--- src/logic/tba_pkg.sv ---
`default_nettype none
package tba_pkg;
  // ----------------------------------------------------------------
  // register map
  // ----------------------------------------------------------------
  localparam logic [7:0] A_CMD   = 8'h00;
  localparam logic [7:0] A_CHAN  = 8'h04;
  localparam logic [7:0] A_PRE   = 8'h08;
  localparam logic [7:0] A_POST  = 8'h0c;
  localparam logic [7:0] A_STOP  = 8'h10;
  localparam logic [7:0] A_NIVL  = 8'h14;
  localparam logic [7:0] A_AIVL  = 8'h18;
  localparam logic [7:0] A_TRIG  = 8'h1c;
  localparam logic [7:0] A_TERM  = 8'h20;
  localparam logic [7:0] A_FMT   = 8'h24;
  localparam logic [7:0] A_SPOLL = 8'h28;
  localparam logic [7:0] A_USTR  = 8'h2c;
  localparam logic [7:0] A_DATA  = 8'h30;
  localparam logic [7:0] A_ISR   = 8'h34;
  localparam logic [7:0] A_IMR   = 8'h38;
  // ----------------------------------------------------------------
  // commands and codes
  // ----------------------------------------------------------------
  localparam logic [3:0] OP_RST   = 4'h1;
  localparam logic [3:0] OP_EXEC  = 4'h2;
  localparam logic [3:0] OP_CHAR  = 4'h3;
  localparam logic [3:0] OP_READ  = 4'h4;
  localparam logic [3:0] OP_QUERY = 4'h5;
  localparam logic [7:0] CH_TRIG  = 8'h40;
  localparam logic [3:0] SRC_CHAR = 4'h1;
  localparam logic [3:0] SRC_CNT  = 4'h8;
  localparam logic [3:0] TYPE_J   = 4'h1;
  localparam logic [3:0] TYPE_K   = 4'h2;
  localparam logic [3:0] TERM_LF  = 4'h8;
  localparam logic [7:0] CH_LF    = 8'h0a;
  localparam logic [7:0] CH_SP    = 8'h20;
  localparam int         POLL_RDY = 2;
  // ----------------------------------------------------------------
  // status string fields, 1-based columns
  // ----------------------------------------------------------------
  localparam int P_TOT = 9;
  localparam int W_TOT = 7;
  localparam int P_PRE = 18;
  localparam int W_PRE = 7;
  localparam int P_PST = 47;
  localparam int W_PST = 8;
  localparam int P_CUM = 77;
  localparam int W_CUM = 8;
  localparam int P_BLK = 86;
  localparam int STR_LEN = 87;
  // ----------------------------------------------------------------
  // timing
  // ----------------------------------------------------------------
  localparam int CLK_NS    = 8;
  localparam int TENTH_NS  = 100_000_000;
  localparam int TENTH_CYC = TENTH_NS / CLK_NS;
  localparam int INIT_CYC  = 16;
  // ----------------------------------------------------------------
  // types
  // ----------------------------------------------------------------
  typedef enum logic [4:0] {
    ST_BOOT  = 5'b00001,
    ST_IDLE  = 5'b00010,
    ST_PRE   = 5'b00100,
    ST_POST  = 5'b01000,
    ST_PSTOP = 5'b10000
  } tba_state_t;
  typedef struct packed {
    logic [31:0] tot;
    logic [31:0] pre;
    logic [31:0] pst;
    logic [31:0] cum;
  } tba_bcd_t;
  typedef struct packed {
    logic [3:0] ssrc;
    logic [3:0] psrc;
    logic       rearm;
    logic       sync;
  } tba_trig_t;

  function automatic logic [31:0] bcd_inc(logic [31:0] v);
    logic c;
    c = 1'b1;
    for (int i = 0; i < 8; i++) begin
      if (c) begin
        if (v[i*4 +: 4] == 4'h9) begin
          v[i*4 +: 4] = 4'h0;
        end else begin
          v[i*4 +: 4] = v[i*4 +: 4] + 4'h1;
          c = 1'b0;
        end
      end
    end
    return v;
  endfunction

  function automatic logic [7:0] term_char(logic [3:0] code);
    return (code == TERM_LF) ? CH_LF : 8'h00;
  endfunction
endpackage
`default_nettype wire

--- src/logic/tba_core.sv ---
`timescale 1ns/1ps
`default_nettype none
module tba_core
  import tba_pkg::*;
#(
  parameter int NCH    = 48,
  parameter int NBLK   = 8,
  parameter int TENTHS = TENTH_CYC
) (
  // clock and reset
  input  wire logic        clock,
  input  wire logic        rst,
  // apb slave
  input  wire logic        psel,
  input  wire logic        penable,
  input  wire logic        pwrite,
  input  wire logic [7:0]  paddr,
  input  wire logic [31:0] pwdata,
  output logic [31:0]      prdata,
  output logic             pready,
  output logic             pslverr,
  // interrupt and scan strobe
  output logic             irq,
  output logic             scan_pulse
);
  localparam int AW = $clog2(NBLK);

  typedef struct packed {
    tba_state_t           fsm;
    logic [5:0]           init;
    logic                 ready;
    logic [15:0]          pre_n;
    logic [15:0]          post_n;
    logic [15:0]          stop_n;
    logic [23:0]          nivl;
    logic [23:0]          aivl;
    logic [23:0]          ic;
    logic [23:0]          div;
    tba_trig_t            trig;
    logic [3:0]           sterm;
    logic [3:0]           bterm;
    logic [7:0]           fmt;
    logic [NCH-1:0][1:0]  chtype;
    logic [15:0]          sc;
    logic [15:0]          tot;
    tba_bcd_t             live;
    tba_bcd_t             snap;
    logic [NBLK-1:0][15:0] fifo;
    logic [AW-1:0]        wp;
    logic [AW-1:0]        rp;
    logic [AW:0]          nblk;
    logic                 upl;
    logic [15:0]          rem;
    logic [15:0]          sidx;
    logic [6:0]           sp;
    logic [3:0]           isr;
    logic [3:0]           imr;
    logic [31:0]          rdata;
    logic                 scan;
  } tba_st_t;

  tba_st_t s_r;
  tba_st_t s_nxt;
  tba_st_t s_rst;

  logic        wr;
  logic        rd;
  logic        hit;
  logic        tenth;
  logic        scan;
  logic        fire;
  logic [23:0] ivl;
  logic [23:0] hms;
  logic [3:0]  ev;
  logic [6:0]  nb;
  logic        done;
  logic        armed;

  // ----------------------------------------------------------------
  // status string character at a column
  // ----------------------------------------------------------------
  function automatic logic [7:0] ustr(logic [6:0] p, tba_bcd_t b, logic [6:0] n);
    int       q;
    logic [6:0] tens;
    logic [6:0] ones;
    logic [7:0] c;
    q    = int'(p);
    tens = n / 7'd10;
    ones = n % 7'd10;
    c    = CH_SP;
    if (q >= P_TOT && q < P_TOT + W_TOT) c = {4'h3, b.tot[4*(P_TOT+W_TOT-1-q) +: 4]};
    if (q >= P_PRE && q < P_PRE + W_PRE) c = {4'h3, b.pre[4*(P_PRE+W_PRE-1-q) +: 4]};
    if (q >= P_PST && q < P_PST + W_PST) c = {4'h3, b.pst[4*(P_PST+W_PST-1-q) +: 4]};
    if (q >= P_CUM && q < P_CUM + W_CUM) c = {4'h3, b.cum[4*(P_CUM+W_CUM-1-q) +: 4]};
    if (q == P_BLK) c = {4'h3, tens[3:0]};
    if (q == P_BLK + 1) c = {4'h3, ones[3:0]};
    return c;
  endfunction

  // ----------------------------------------------------------------
  // reset image, shared by rst and the reset command
  // ----------------------------------------------------------------
  always_comb begin
    s_rst       = '0;
    s_rst.fsm   = ST_BOOT;
    s_rst.sterm = TERM_LF;
    s_rst.bterm = TERM_LF;
  end

  // ----------------------------------------------------------------
  // bus decode
  // ----------------------------------------------------------------
  assign wr     = psel & penable & pwrite;
  assign rd     = psel & penable & ~pwrite;
  assign hit    = (paddr[1:0] == 2'b00) && (paddr <= A_IMR);
  assign pready = psel & penable;
  assign pslverr = psel & penable & ~hit;
  assign prdata = s_r.rdata;
  assign irq    = |(s_r.isr & s_r.imr);
  assign scan_pulse = s_r.scan;
  assign nb     = 7'(s_r.nblk);
  // boot counts as neither armed nor idle for the poll byte
  assign armed  = (s_r.fsm == ST_PRE) || (s_r.fsm == ST_POST) || (s_r.fsm == ST_PSTOP);
  // hours, minutes, seconds, tenths packed as bytes and a nibble
  assign hms    = 24'(pwdata[31:24]) * 24'd36000 + 24'(pwdata[23:16]) * 24'd600
                + 24'(pwdata[15:8]) * 24'd10 + 24'(pwdata[3:0]);

  // ----------------------------------------------------------------
  // scan pacing
  // ----------------------------------------------------------------
  // interval counter never stops, so a trigger without sync keeps its phase
  assign tenth = (s_r.div == 24'(TENTHS - 1));
  assign ivl   = (s_r.fsm == ST_POST) ? s_r.aivl : s_r.nivl;
  assign fire  = (ivl == 24'h0) || (s_r.ic + 24'h1 >= ivl);
  always_comb begin
    scan = 1'b0;
    if (s_r.fsm == ST_PRE || s_r.fsm == ST_POST || s_r.fsm == ST_PSTOP) begin
      // fast mode ignores the interval counter
      if (s_r.fsm == ST_POST && s_r.aivl == 24'h0) begin
        scan = 1'b1;
      end else begin
        scan = tenth & fire;
      end
    end
  end
  assign done = (s_r.fsm == ST_PSTOP) && scan && (s_r.sc + 16'h1 >= s_r.stop_n);

  // ----------------------------------------------------------------
  // next state
  // ----------------------------------------------------------------
  always_comb begin
    s_nxt      = s_r;
    ev         = 4'h0;
    s_nxt.scan = scan;
    s_nxt.div  = tenth ? 24'h0 : s_r.div + 24'h1;
    if (tenth) begin
      s_nxt.ic = fire ? 24'h0 : s_r.ic + 24'h1;
    end

    // read data captured in the setup cycle, so prdata is a flop
    if (psel && !penable && !pwrite) begin
      case (paddr)
        // only channels 1 to 16 read back, two bits each
        A_CHAN:  s_nxt.rdata = s_r.chtype[15:0];
        A_PRE:   s_nxt.rdata = 32'(s_r.pre_n);
        A_POST:  s_nxt.rdata = 32'(s_r.post_n);
        A_STOP:  s_nxt.rdata = 32'(s_r.stop_n);
        A_NIVL:  s_nxt.rdata = 32'(s_r.nivl);
        A_AIVL:  s_nxt.rdata = 32'(s_r.aivl);
        A_TRIG:  s_nxt.rdata = {22'h0, s_r.trig.sync, s_r.trig.rearm,
                                s_r.trig.psrc, s_r.trig.ssrc};
        A_TERM:  s_nxt.rdata = {24'h0, s_r.bterm, s_r.sterm};
        A_FMT:   s_nxt.rdata = 32'(s_r.fmt);
        A_SPOLL: s_nxt.rdata = {27'h0, s_r.fsm == ST_POST, s_r.fsm == ST_PSTOP,
                                s_r.ready, 1'b0, armed};
        A_USTR:  s_nxt.rdata = (s_r.sp > 7'(STR_LEN)) ? 32'(term_char(s_r.bterm))
                 : 32'(ustr(s_r.sp, (s_r.nblk != '0) ? s_r.snap : s_r.live, nb));
        A_DATA: begin
          if (s_r.upl) begin
            s_nxt.rdata = {(s_r.rem == 16'h1) ? term_char(s_r.bterm) : 8'h00,
                           term_char(s_r.sterm), s_r.sidx};
          end else begin
            s_nxt.rdata = 32'h0;
          end
        end
        A_ISR:   s_nxt.rdata = 32'(s_r.isr);
        A_IMR:   s_nxt.rdata = 32'(s_r.imr);
        default: s_nxt.rdata = 32'h0;
      endcase
    end

    // read side effects
    // clear only what the read returned; a setup-cycle event waits for the next read
    if (rd && paddr == A_ISR) s_nxt.isr = s_r.isr & ~s_r.rdata[3:0];
    if (rd && paddr == A_USTR && s_r.sp <= 7'(STR_LEN)) s_nxt.sp = s_r.sp + 7'h1;
    if (rd && paddr == A_DATA && s_r.upl && s_r.rem != 16'h0) begin
      s_nxt.rem  = s_r.rem - 16'h1;
      s_nxt.sidx = s_r.sidx + 16'h1;
      if (s_r.rem == 16'h1) begin
        // block fully read out, retire it
        s_nxt.upl  = 1'b0;
        s_nxt.rp   = s_r.rp + AW'(1);
        s_nxt.nblk = s_r.nblk - (AW+1)'(1);
      end
    end

    // ----------------------------------------------------------------
    // acquisition sequencer
    // ----------------------------------------------------------------
    if (scan) begin
      s_nxt.sc = s_r.sc + 16'h1;
      case (s_r.fsm)
        ST_PRE: begin
          // scans past the pre-trigger count are not retained
          if (s_r.tot < s_r.pre_n) begin
            s_nxt.tot      = s_r.tot + 16'h1;
            s_nxt.live.pre = bcd_inc(s_r.live.pre);
            s_nxt.live.tot = bcd_inc(s_r.live.tot);
          end
        end
        ST_POST: begin
          s_nxt.tot      = s_r.tot + 16'h1;
          s_nxt.live.pst = bcd_inc(s_r.live.pst);
          s_nxt.live.cum = bcd_inc(s_r.live.cum);
          s_nxt.live.tot = bcd_inc(s_r.live.tot);
          if (s_r.trig.psrc == SRC_CNT && s_r.sc + 16'h1 >= s_r.post_n) begin
            s_nxt.fsm = ST_PSTOP;
            s_nxt.sc  = 16'h0;
          end
        end
        ST_PSTOP: begin
          s_nxt.tot      = s_r.tot + 16'h1;
          s_nxt.live.cum = bcd_inc(s_r.live.cum);
          s_nxt.live.tot = bcd_inc(s_r.live.tot);
        end
        default: ;
      endcase
    end

    if (done) begin
      ev[2] = 1'b1;
      s_nxt.snap = '{tot: bcd_inc(s_r.live.tot), pre: s_r.live.pre,
                     pst: s_r.live.pst, cum: bcd_inc(s_r.live.cum)};
      if (s_r.nblk < (AW+1)'(NBLK)) begin
        s_nxt.fifo[s_r.wp] = s_r.tot + 16'h1;
        s_nxt.wp           = s_r.wp + AW'(1);
        s_nxt.nblk         = s_nxt.nblk + (AW+1)'(1);
      end else begin
        ev[3] = 1'b1; // buffer full, block lost
      end
      s_nxt.sc   = 16'h0;
      s_nxt.tot  = 16'h0;
      s_nxt.live = '0;
      s_nxt.fsm  = s_r.trig.rearm ? ST_PRE : ST_IDLE;
    end

    if (s_r.fsm == ST_BOOT) begin
      s_nxt.init = s_r.init + 6'h1;
      if (s_r.init == 6'(INIT_CYC - 1)) begin
        s_nxt.fsm   = ST_IDLE;
        s_nxt.ready = 1'b1;
        ev[0]       = 1'b1;
      end
    end

    // ----------------------------------------------------------------
    // register writes and commands
    // ----------------------------------------------------------------
    if (wr && s_r.fsm != ST_BOOT) begin
      case (paddr)
        A_CHAN: begin
          if (pwdata[19:16] == TYPE_J || pwdata[19:16] == TYPE_K) begin
            for (int i = 0; i < NCH; i++) begin
              if (i + 1 >= int'(pwdata[7:0]) && i + 1 <= int'(pwdata[15:8])) begin
                s_nxt.chtype[i] = pwdata[17:16];
              end
            end
          end
        end
        A_PRE:  s_nxt.pre_n  = pwdata[15:0];
        A_POST: s_nxt.post_n = pwdata[15:0];
        A_STOP: s_nxt.stop_n = pwdata[15:0];
        A_NIVL: s_nxt.nivl   = hms;
        A_AIVL: s_nxt.aivl   = hms;
        A_TRIG: begin
          s_nxt.trig = '{ssrc: pwdata[3:0], psrc: pwdata[7:4],
                         rearm: pwdata[8], sync: pwdata[9]};
          if (pwdata[9:0] == 10'h0) begin
            s_nxt.fsm = ST_IDLE;
          end
        end
        A_TERM: begin
          s_nxt.sterm = pwdata[3:0];
          s_nxt.bterm = pwdata[7:4];
        end
        A_FMT:  s_nxt.fmt = pwdata[7:0];
        A_IMR:  s_nxt.imr = pwdata[3:0];
        A_CMD: begin
          case (pwdata[11:8])
            OP_EXEC: begin
              if (s_r.trig.ssrc != 4'h0 && s_r.fsm == ST_IDLE) begin
                s_nxt.fsm  = ST_PRE;
                s_nxt.sc   = 16'h0;
                s_nxt.tot  = 16'h0;
                s_nxt.live = '0;
              end
            end
            OP_CHAR: begin
              if (pwdata[7:0] == CH_TRIG && s_r.trig.ssrc == SRC_CHAR
                  && s_r.fsm == ST_PRE) begin
                s_nxt.fsm = ST_POST;
                s_nxt.sc  = 16'h0;
                ev[1]     = 1'b1;
                // realign pacing only when sync is requested
                if (s_r.trig.sync) s_nxt.ic = 24'h0;
              end
            end
            OP_READ: begin
              // a second request during an upload is ignored
              if (s_r.nblk != '0 && !s_r.upl) begin
                s_nxt.upl  = 1'b1;
                s_nxt.rem  = s_r.fifo[s_r.rp];
                s_nxt.sidx = 16'h0;
              end
            end
            OP_QUERY: s_nxt.sp = 7'h1;
            default: ;
          endcase
        end
        default: ;
      endcase
    end

    // events set after clears so a set in the clearing cycle survives
    s_nxt.isr = s_nxt.isr | ev;

    if (wr && paddr == A_CMD && pwdata[11:8] == OP_RST) begin
      s_nxt = s_rst;
    end
  end

  // ----------------------------------------------------------------
  // state register
  // ----------------------------------------------------------------
  always_ff @(posedge clock) begin
    if (rst) begin
      s_r <= s_rst;
    end else begin
      s_r <= s_nxt;
    end
  end
endmodule
`default_nettype wire

--- config.mk ---
export PLATFORM = sky130hd
export DESIGN_NAME = tba_core
export DESIGN_NICKNAME = d
export VERILOG_FILES = /design/src/logic/tba_pkg.sv /design/src/logic/tba_core.sv
export SDC_FILE = /design/constraint.sdc
export NUM_CORES = 2
export LEC_CHECK = 0
export ABC_AREA = 1
export BUFFER_PORTS_ARGS = -buffer_cell sky130_fd_sc_hd__buf_2
export CORE_MARGIN = 2
export CORE_UTILIZATION = 40
export DETAILED_ROUTE_END_ITERATION = 12
export RECOVER_POWER = 50
export SYNTH_ARGS = -nofsm -noshare
export SYNTH_HDL_FRONTEND = slang
export SYNTH_SLANG_ARGS = --single-unit
--- constraint.sdc ---
create_clock -name clock -period 7.9 [get_ports clock]
set_clock_uncertainty 0.2 [all_clocks]
set_input_delay 0.79 -clock clock [delete_from_list [all_inputs] [get_ports clock]]
set_output_delay 0.79 -clock clock [all_outputs]
set_load 0.01 [all_outputs]
==> Word level (Yosys, flattened, before mapping) <==
Cells that the tools add are included.
Widths: inputs -> output; s select.
{ "totals": {"reg_bits": 721, "ramBits": 0, "elab_cells": 720, "n_memories": 0, "mem_bits_ro": 0, "latchBits": 0} }
{ "classes": {"reduce_logical": 87, "muxes": 380, "div_mod_pow": 2, "add_sub_neg": 51, "n_mul": 3, "n_eq_ne": 69, "n_bitwise": 11, "magnitude_cmp": 51, "n_shift": 4} }
{ "ops": {"columns": ["cell", "count"], "rows": [
  ["$mux 160", 4],
  ["$pmux 32 s14", 1],
  ["$mux 419", 1],
  ["$mux 4", 101],
  ["$mux 1", 218],
  ["$mux 24", 8],
  ["$mux 144", 1],
  ["$pmux 48 s3", 1],
  ["$eq 4x4->1 const B", 35],
  ["$add 4x1->4 const B", 33],
  ["$mux 131", 1],
  ["$bwmux 128", 1],
  ["$mux 128", 1],
  ["$shiftx 32x10->4", 4],
  ["$mux 16", 5],
  ["$mux 40", 2],
  ["$mux 80", 1],
  ["$mux 33", 2],
  ["$ge 4x8->1 const A", 8],
  ["$le 4x8->1 const A", 8],
  ["$mux 32", 2],
  ["$pmux 32 s2", 1],
  ["$reduce_and 4->1", 16],
  ["$eq 8x6->1 const B", 7],
  ["other kinds (90)", 196]
]} }

==> Longest topological paths before layout <==
{ "depth": {"word_depth": 41, "ltp_mapped": 31, "depth_no_buf": 30} }

==> Least setup slack after synthesis <==
No wires, ideal clock.
{ "synth_timing": {"path_type": "in2reg", "startpoint": "input pwdata[20]", "endpoint": "register s_r[696] in the netlist's numbering", "path_slack_ps": 2303, "t_required_ps": 7585, "path_stages": 25, "n_path_buf": 0, "t_arrival_ps": 5281, "cell_sequence": "ha_1 > ha_1 > inv_1 > fa_1 > fa_1 > inv_1 > ha_1 > a21oi_1 > nor2_1 > a211oi_1 > o41ai_1 > a21o_1 > a21oi_1 > o21bai_1 > a21o_1 > ha_1 > ha_1 > nand2_1 > nor2_1 > nand4_1 > o221ai_1 > and2_1 > nor2_1 > o21ai_0 > inv_1"} }
{ "synth_via": {"elab_chain_len": 4} }
{ "synth_lines": {"columns": ["element", "line_no", "source"], "rows": [
  ["from (decl)", "tba_core.sv:18", "input wire logic [31:0] pwdata,"],
  ["$mul 8x7->15", "tba_core.sv:125", "assign hms = 24'(pwdata[31:24]) * 24'd36000 + 24'(pwdata[23:16]) * 24'd600"],
  ["$add 24x18->24", "tba_core.sv:125", null],
  ["$add 24x12->24", "tba_core.sv:126", "+ 24'(pwdata[15:8]) * 24'd10 + 24'(pwdata[3:0]);"],
  ["$add 24x4->24", "tba_core.sv:126", null],
  ["to (signal assigned)", "tba_core.sv:347", "s_r <= s_rst;"],
  ["to (signal assigned)", "tba_core.sv:349", "s_r <= s_nxt;"],
  ["to (decl)", "tba_core.sv:62", "tba_st_t s_r;"]
]} }
No other way between the ends.
A chain may end at the register's enable or synchronous reset.

==> Final worst setup path <==
{ "layout_timing": {"startpoint": "register s_r (netlist bit nb[3])", "endpoint": "register s_r (netlist bit prdata[3])"} }
{ "layout_via": {"elab_chain_len": 11, "elab_cells_between_ends": 16} }
{ "layout_lines": {"columns": ["element", "line_no", "source"], "rows": [
  ["parallel branches: the longest is 8 deep, another holds $div 4x4->7", null, null],
  ["$mux 8 *", "tba_core.sv:96", "if (q == P_BLK + 1) c = {4'h3, ones[3:0]};"],
  ["$mux 8 *", "tba_core.sv:176", "A_USTR: s_nxt.rdata = (s_r.sp > 7'(STR_LEN)) ? 32'(term_char(s_r.bterm))"],
  ["$pmux 32 s14 *", "tba_core.sv:162", "case (paddr)"]
]} }
Every way passes the cells marked *.

==> impl_metrics.ini <==
[outcome]
outcome = complete, but fails checks
violations = max-capacitance violations, max-slew violations

[logic_synthesis]
synth_top_area_share = 0.3344
ys.warnings.count = 0
syn_inst = 6517
synth_edf_count = 0
yosysUniqueCellTypes = 58
synthFlopType = dfxtp_1
syn-num-nets = 6831
synth_area_leaders = dfxtp_1, nand2_1, inv_1
yosysTopAreaCell = dfxtp_1
ys_seq_area_frac = 0.3344
synth_area_per_cell_um2 = 6.622
ys_ff_latch = 721
syn_area_um2 = 43160
async_flop_share = 0

[critical_path]
cp-end-kind = register
crit_fanout = 65
reg2reg_to = prdata[3]$_SDFFE_PP0P_
crit_arrival_ps = 7120
startpoint_type = register
crit_type = register to register
worstRegToRegCells = 17
reg2reg_slack_ps = 1000
endpoint = prdata[3]$_SDFFE_PP0P_
startpoint = nb[3]$_SDFF_PP0_
crit_required_ps = 8120
reg2reg_from = nb[3]$_SDFF_PP0_

[final_layout]
fin_cells = 7890
drive_gt1_frac = 0.04073
nets = 6729
syn2layout_area_growth_pct = 9.118

[power_and_ir_drop]
p_leak_nw = 20.30
peakVddDrop_uv = 145.9
powerDensity_nw_per_um2 = 199.3

[clock_network]
postCtsSetupBuffers = 0
cts_sinks = 721
cts_resized = 0
root_buffer = clkbuf_16
cts_max_level = 3
cts_hold_buf = 0
cts_tree = built
cts-buffers-inserted = 86
clk_pin_slew_ps = 60
insertion_delay_ps = 670
cts_buffer_depth = 3

[place]
gp_congestion = 0.9454
dp_hpwl_mm = 94.84
dp_cells = 7730
place.port_buffers = 80

[global_routing]
overflow = 0
grt_pass1_vias = 38360
grt_pass1_wl_mm = 214.2
grt_usage = 0.2387
antenna_found_initial = 12
grt_start_max_net_pins = 153

[sta]
fin_setup_tns_ps = 0
fin_crit_ps = 6902
period_share = 0.8737
finalSetupViolations = 0
slew_viol_final = 584
hold_violations = 0
rsz0062_at_grt = no
tightest_slew_ps = 3364
slew_headroom = -1.243
max_freq_ghz = 0.1449

[job]
maxCapViolCount = 7

[drt]
wire_per_inst_um = 17.16
vias_per_cell = 5.254
postRouteWirelength_mm = 135.4
ant_nets = 0
vias = 41460
drt_iter0_markers = 3769
firstDrtPassIters = 6
drc = 0

[min_path]
hold_path_class = register to register

[die]
core-area_um2 = 107100
dieArea_um2 = 110500
die_width_um = 332.5
io_pins = 81
initial_core_util = 0.4031
die_h_um = 332.5
row_count = 120
==> worst min-delay path by stage <==
stage          cells after the start  slack [ps]           startpoint             endpoint
3_3_place_gp                       1         230  s_r[629]$_SDFF_PP0_  s_r[629]$_SDFF_PP0_
6_report                           1         250  s_r[629]$_SDFF_PP0_  s_r[629]$_SDFF_PP0_
3_5_place_dp                       1         240  s_r[629]$_SDFF_PP0_  s_r[629]$_SDFF_PP0_
2_1_floorplan                      1         220  s_r[629]$_SDFF_PP0_  s_r[629]$_SDFF_PP0_
4_1_cts                            1         250  s_r[629]$_SDFF_PP0_  s_r[629]$_SDFF_PP0_
5_1_grt                            1         270  s_r[629]$_SDFF_PP0_  s_r[629]$_SDFF_PP0_
==> synthesized netlist by cell type, types with 8 or more instances <==
library cell / instances
inv_2: 8
clkinv_1: 8
a31oi_1: 15
inv_1: 919
ha_1: 241
buf_4: 34
xor2_1: 125
clkbuf_1: 201
o21a_1: 9
nand3b_1: 10
dfxtp_1: 721
xnor2_1: 25
o21ai_1: 22
or2_2: 14
nor4_1: 29
buf_2: 42
nor2_2: 8
a211oi_1: 59
nand2_1: 1427
o2111ai_1: 14
o22ai_1: 36
a21oi_1: 577
o221ai_1: 9
nor2_1: 739
a22oi_1: 9
fa_1: 28
buf_1: 25
o21ai_0: 403
nand4_1: 77
nand3_1: 428
o211ai_1: 52
nor3_1: 112
a221oi_1: 17
==> report_power, final <==
group	switching (mW)	total [mW]	internal, mW
clock	1.67	4.12	2.45
sequential	0.00198	3.64	3.64
combinational	1.06	1.63	0.564
total	2.73	9.38	6.66
==> per-layer routing <==
metal / wire length (µm) / global-route usage / part of all wire / up-vias
li1: - / - / - / 20900
met1: 63080 / 0.3360 / 0.47 / 19050
met2: 59080 / 0.3754 / 0.44 / 1276
met3: 9433 / 0.03434 / 0.070 / 233
met4: 3759 / 0.07350 / 0.028 / 6
met5: 31 / 0 / 0.00023 / -
==> worst max-delay path, stage by stage, from the launching register on <==
cell and delay (ps):
dfxtp_1 420, nor2_1 2470, nand2_4 1310, buf_4 620
nor2_1 130, o21ai_0 100, nand2_1 60, nand2_1 100
o21ai_0 450, nand2_1 100, nand3_1 80, nand2_1 80
nand2_1 80, nand2_1 60, nand2_1 130, nand2_1 70
nand2_1 80, a21oi_1 60
==> through the flow <==
stage | worst slack, ps | hold WS [ps] | util | instance area [µm²] | total power [mW]
floorplan | 2303 | 217.6 | - | 43160 | 4.895
global placement | 1774 | 232.0 | 0.4144 | 44360 | 5.319
detailed placement | 1727 | 242.1 | 0.4144 | 44360 | 5.325
CTS | 1710 | 254.9 | 0.4416 | 47280 | 9.444
global route | 501.7 | 273.1 | 0.4399 | 47090 | 9.792
finish | 997.7 | 247.3 | 0.4399 | 47090 | 9.384
==> final cells by class <==
type	count	area (µm²)
clock inverter	25	341.6
tap	1403	1755
fill	11270	59960
timing repair buffer	120	653.1
antenna	5	12.51
inverter	935	3513
sequential	721	14440
clock buffer	130	2577
multi-input combinational	4551	23800
==> cell families after synthesis <==
family / synth area share
xor+xnor: 0.03044
flops: 0.3344
fa+ha+maj: 0.08286
buf+inv: 0.1137
simple gates: 0.2774
compound gates: 0.1612
==> cell usage in the layout (no fill, tap or decap), types with 15 or more instances in the layout <==
master,count
nor4_1,28
nand3_1,428
o21ai_1,22
o22ai_1,36
clkbuf_16,86
ha_1,240
o211ai_1,52
clkbuf_8,26
nand4_1,77
nor2_1,741
fa_1,28
inv_1,919
xor2_1,125
dfxtp_1,719
clkbuf_1,60
a31oi_1,15
xnor2_1,25
a221oi_1,17
a21oi_1,577
o21ai_0,403
nor3_1,110
buf_2,43
nand2_1,1431
buf_4,30
a211oi_1,59
No activity file was read; power rests on OpenSTA's default activity.
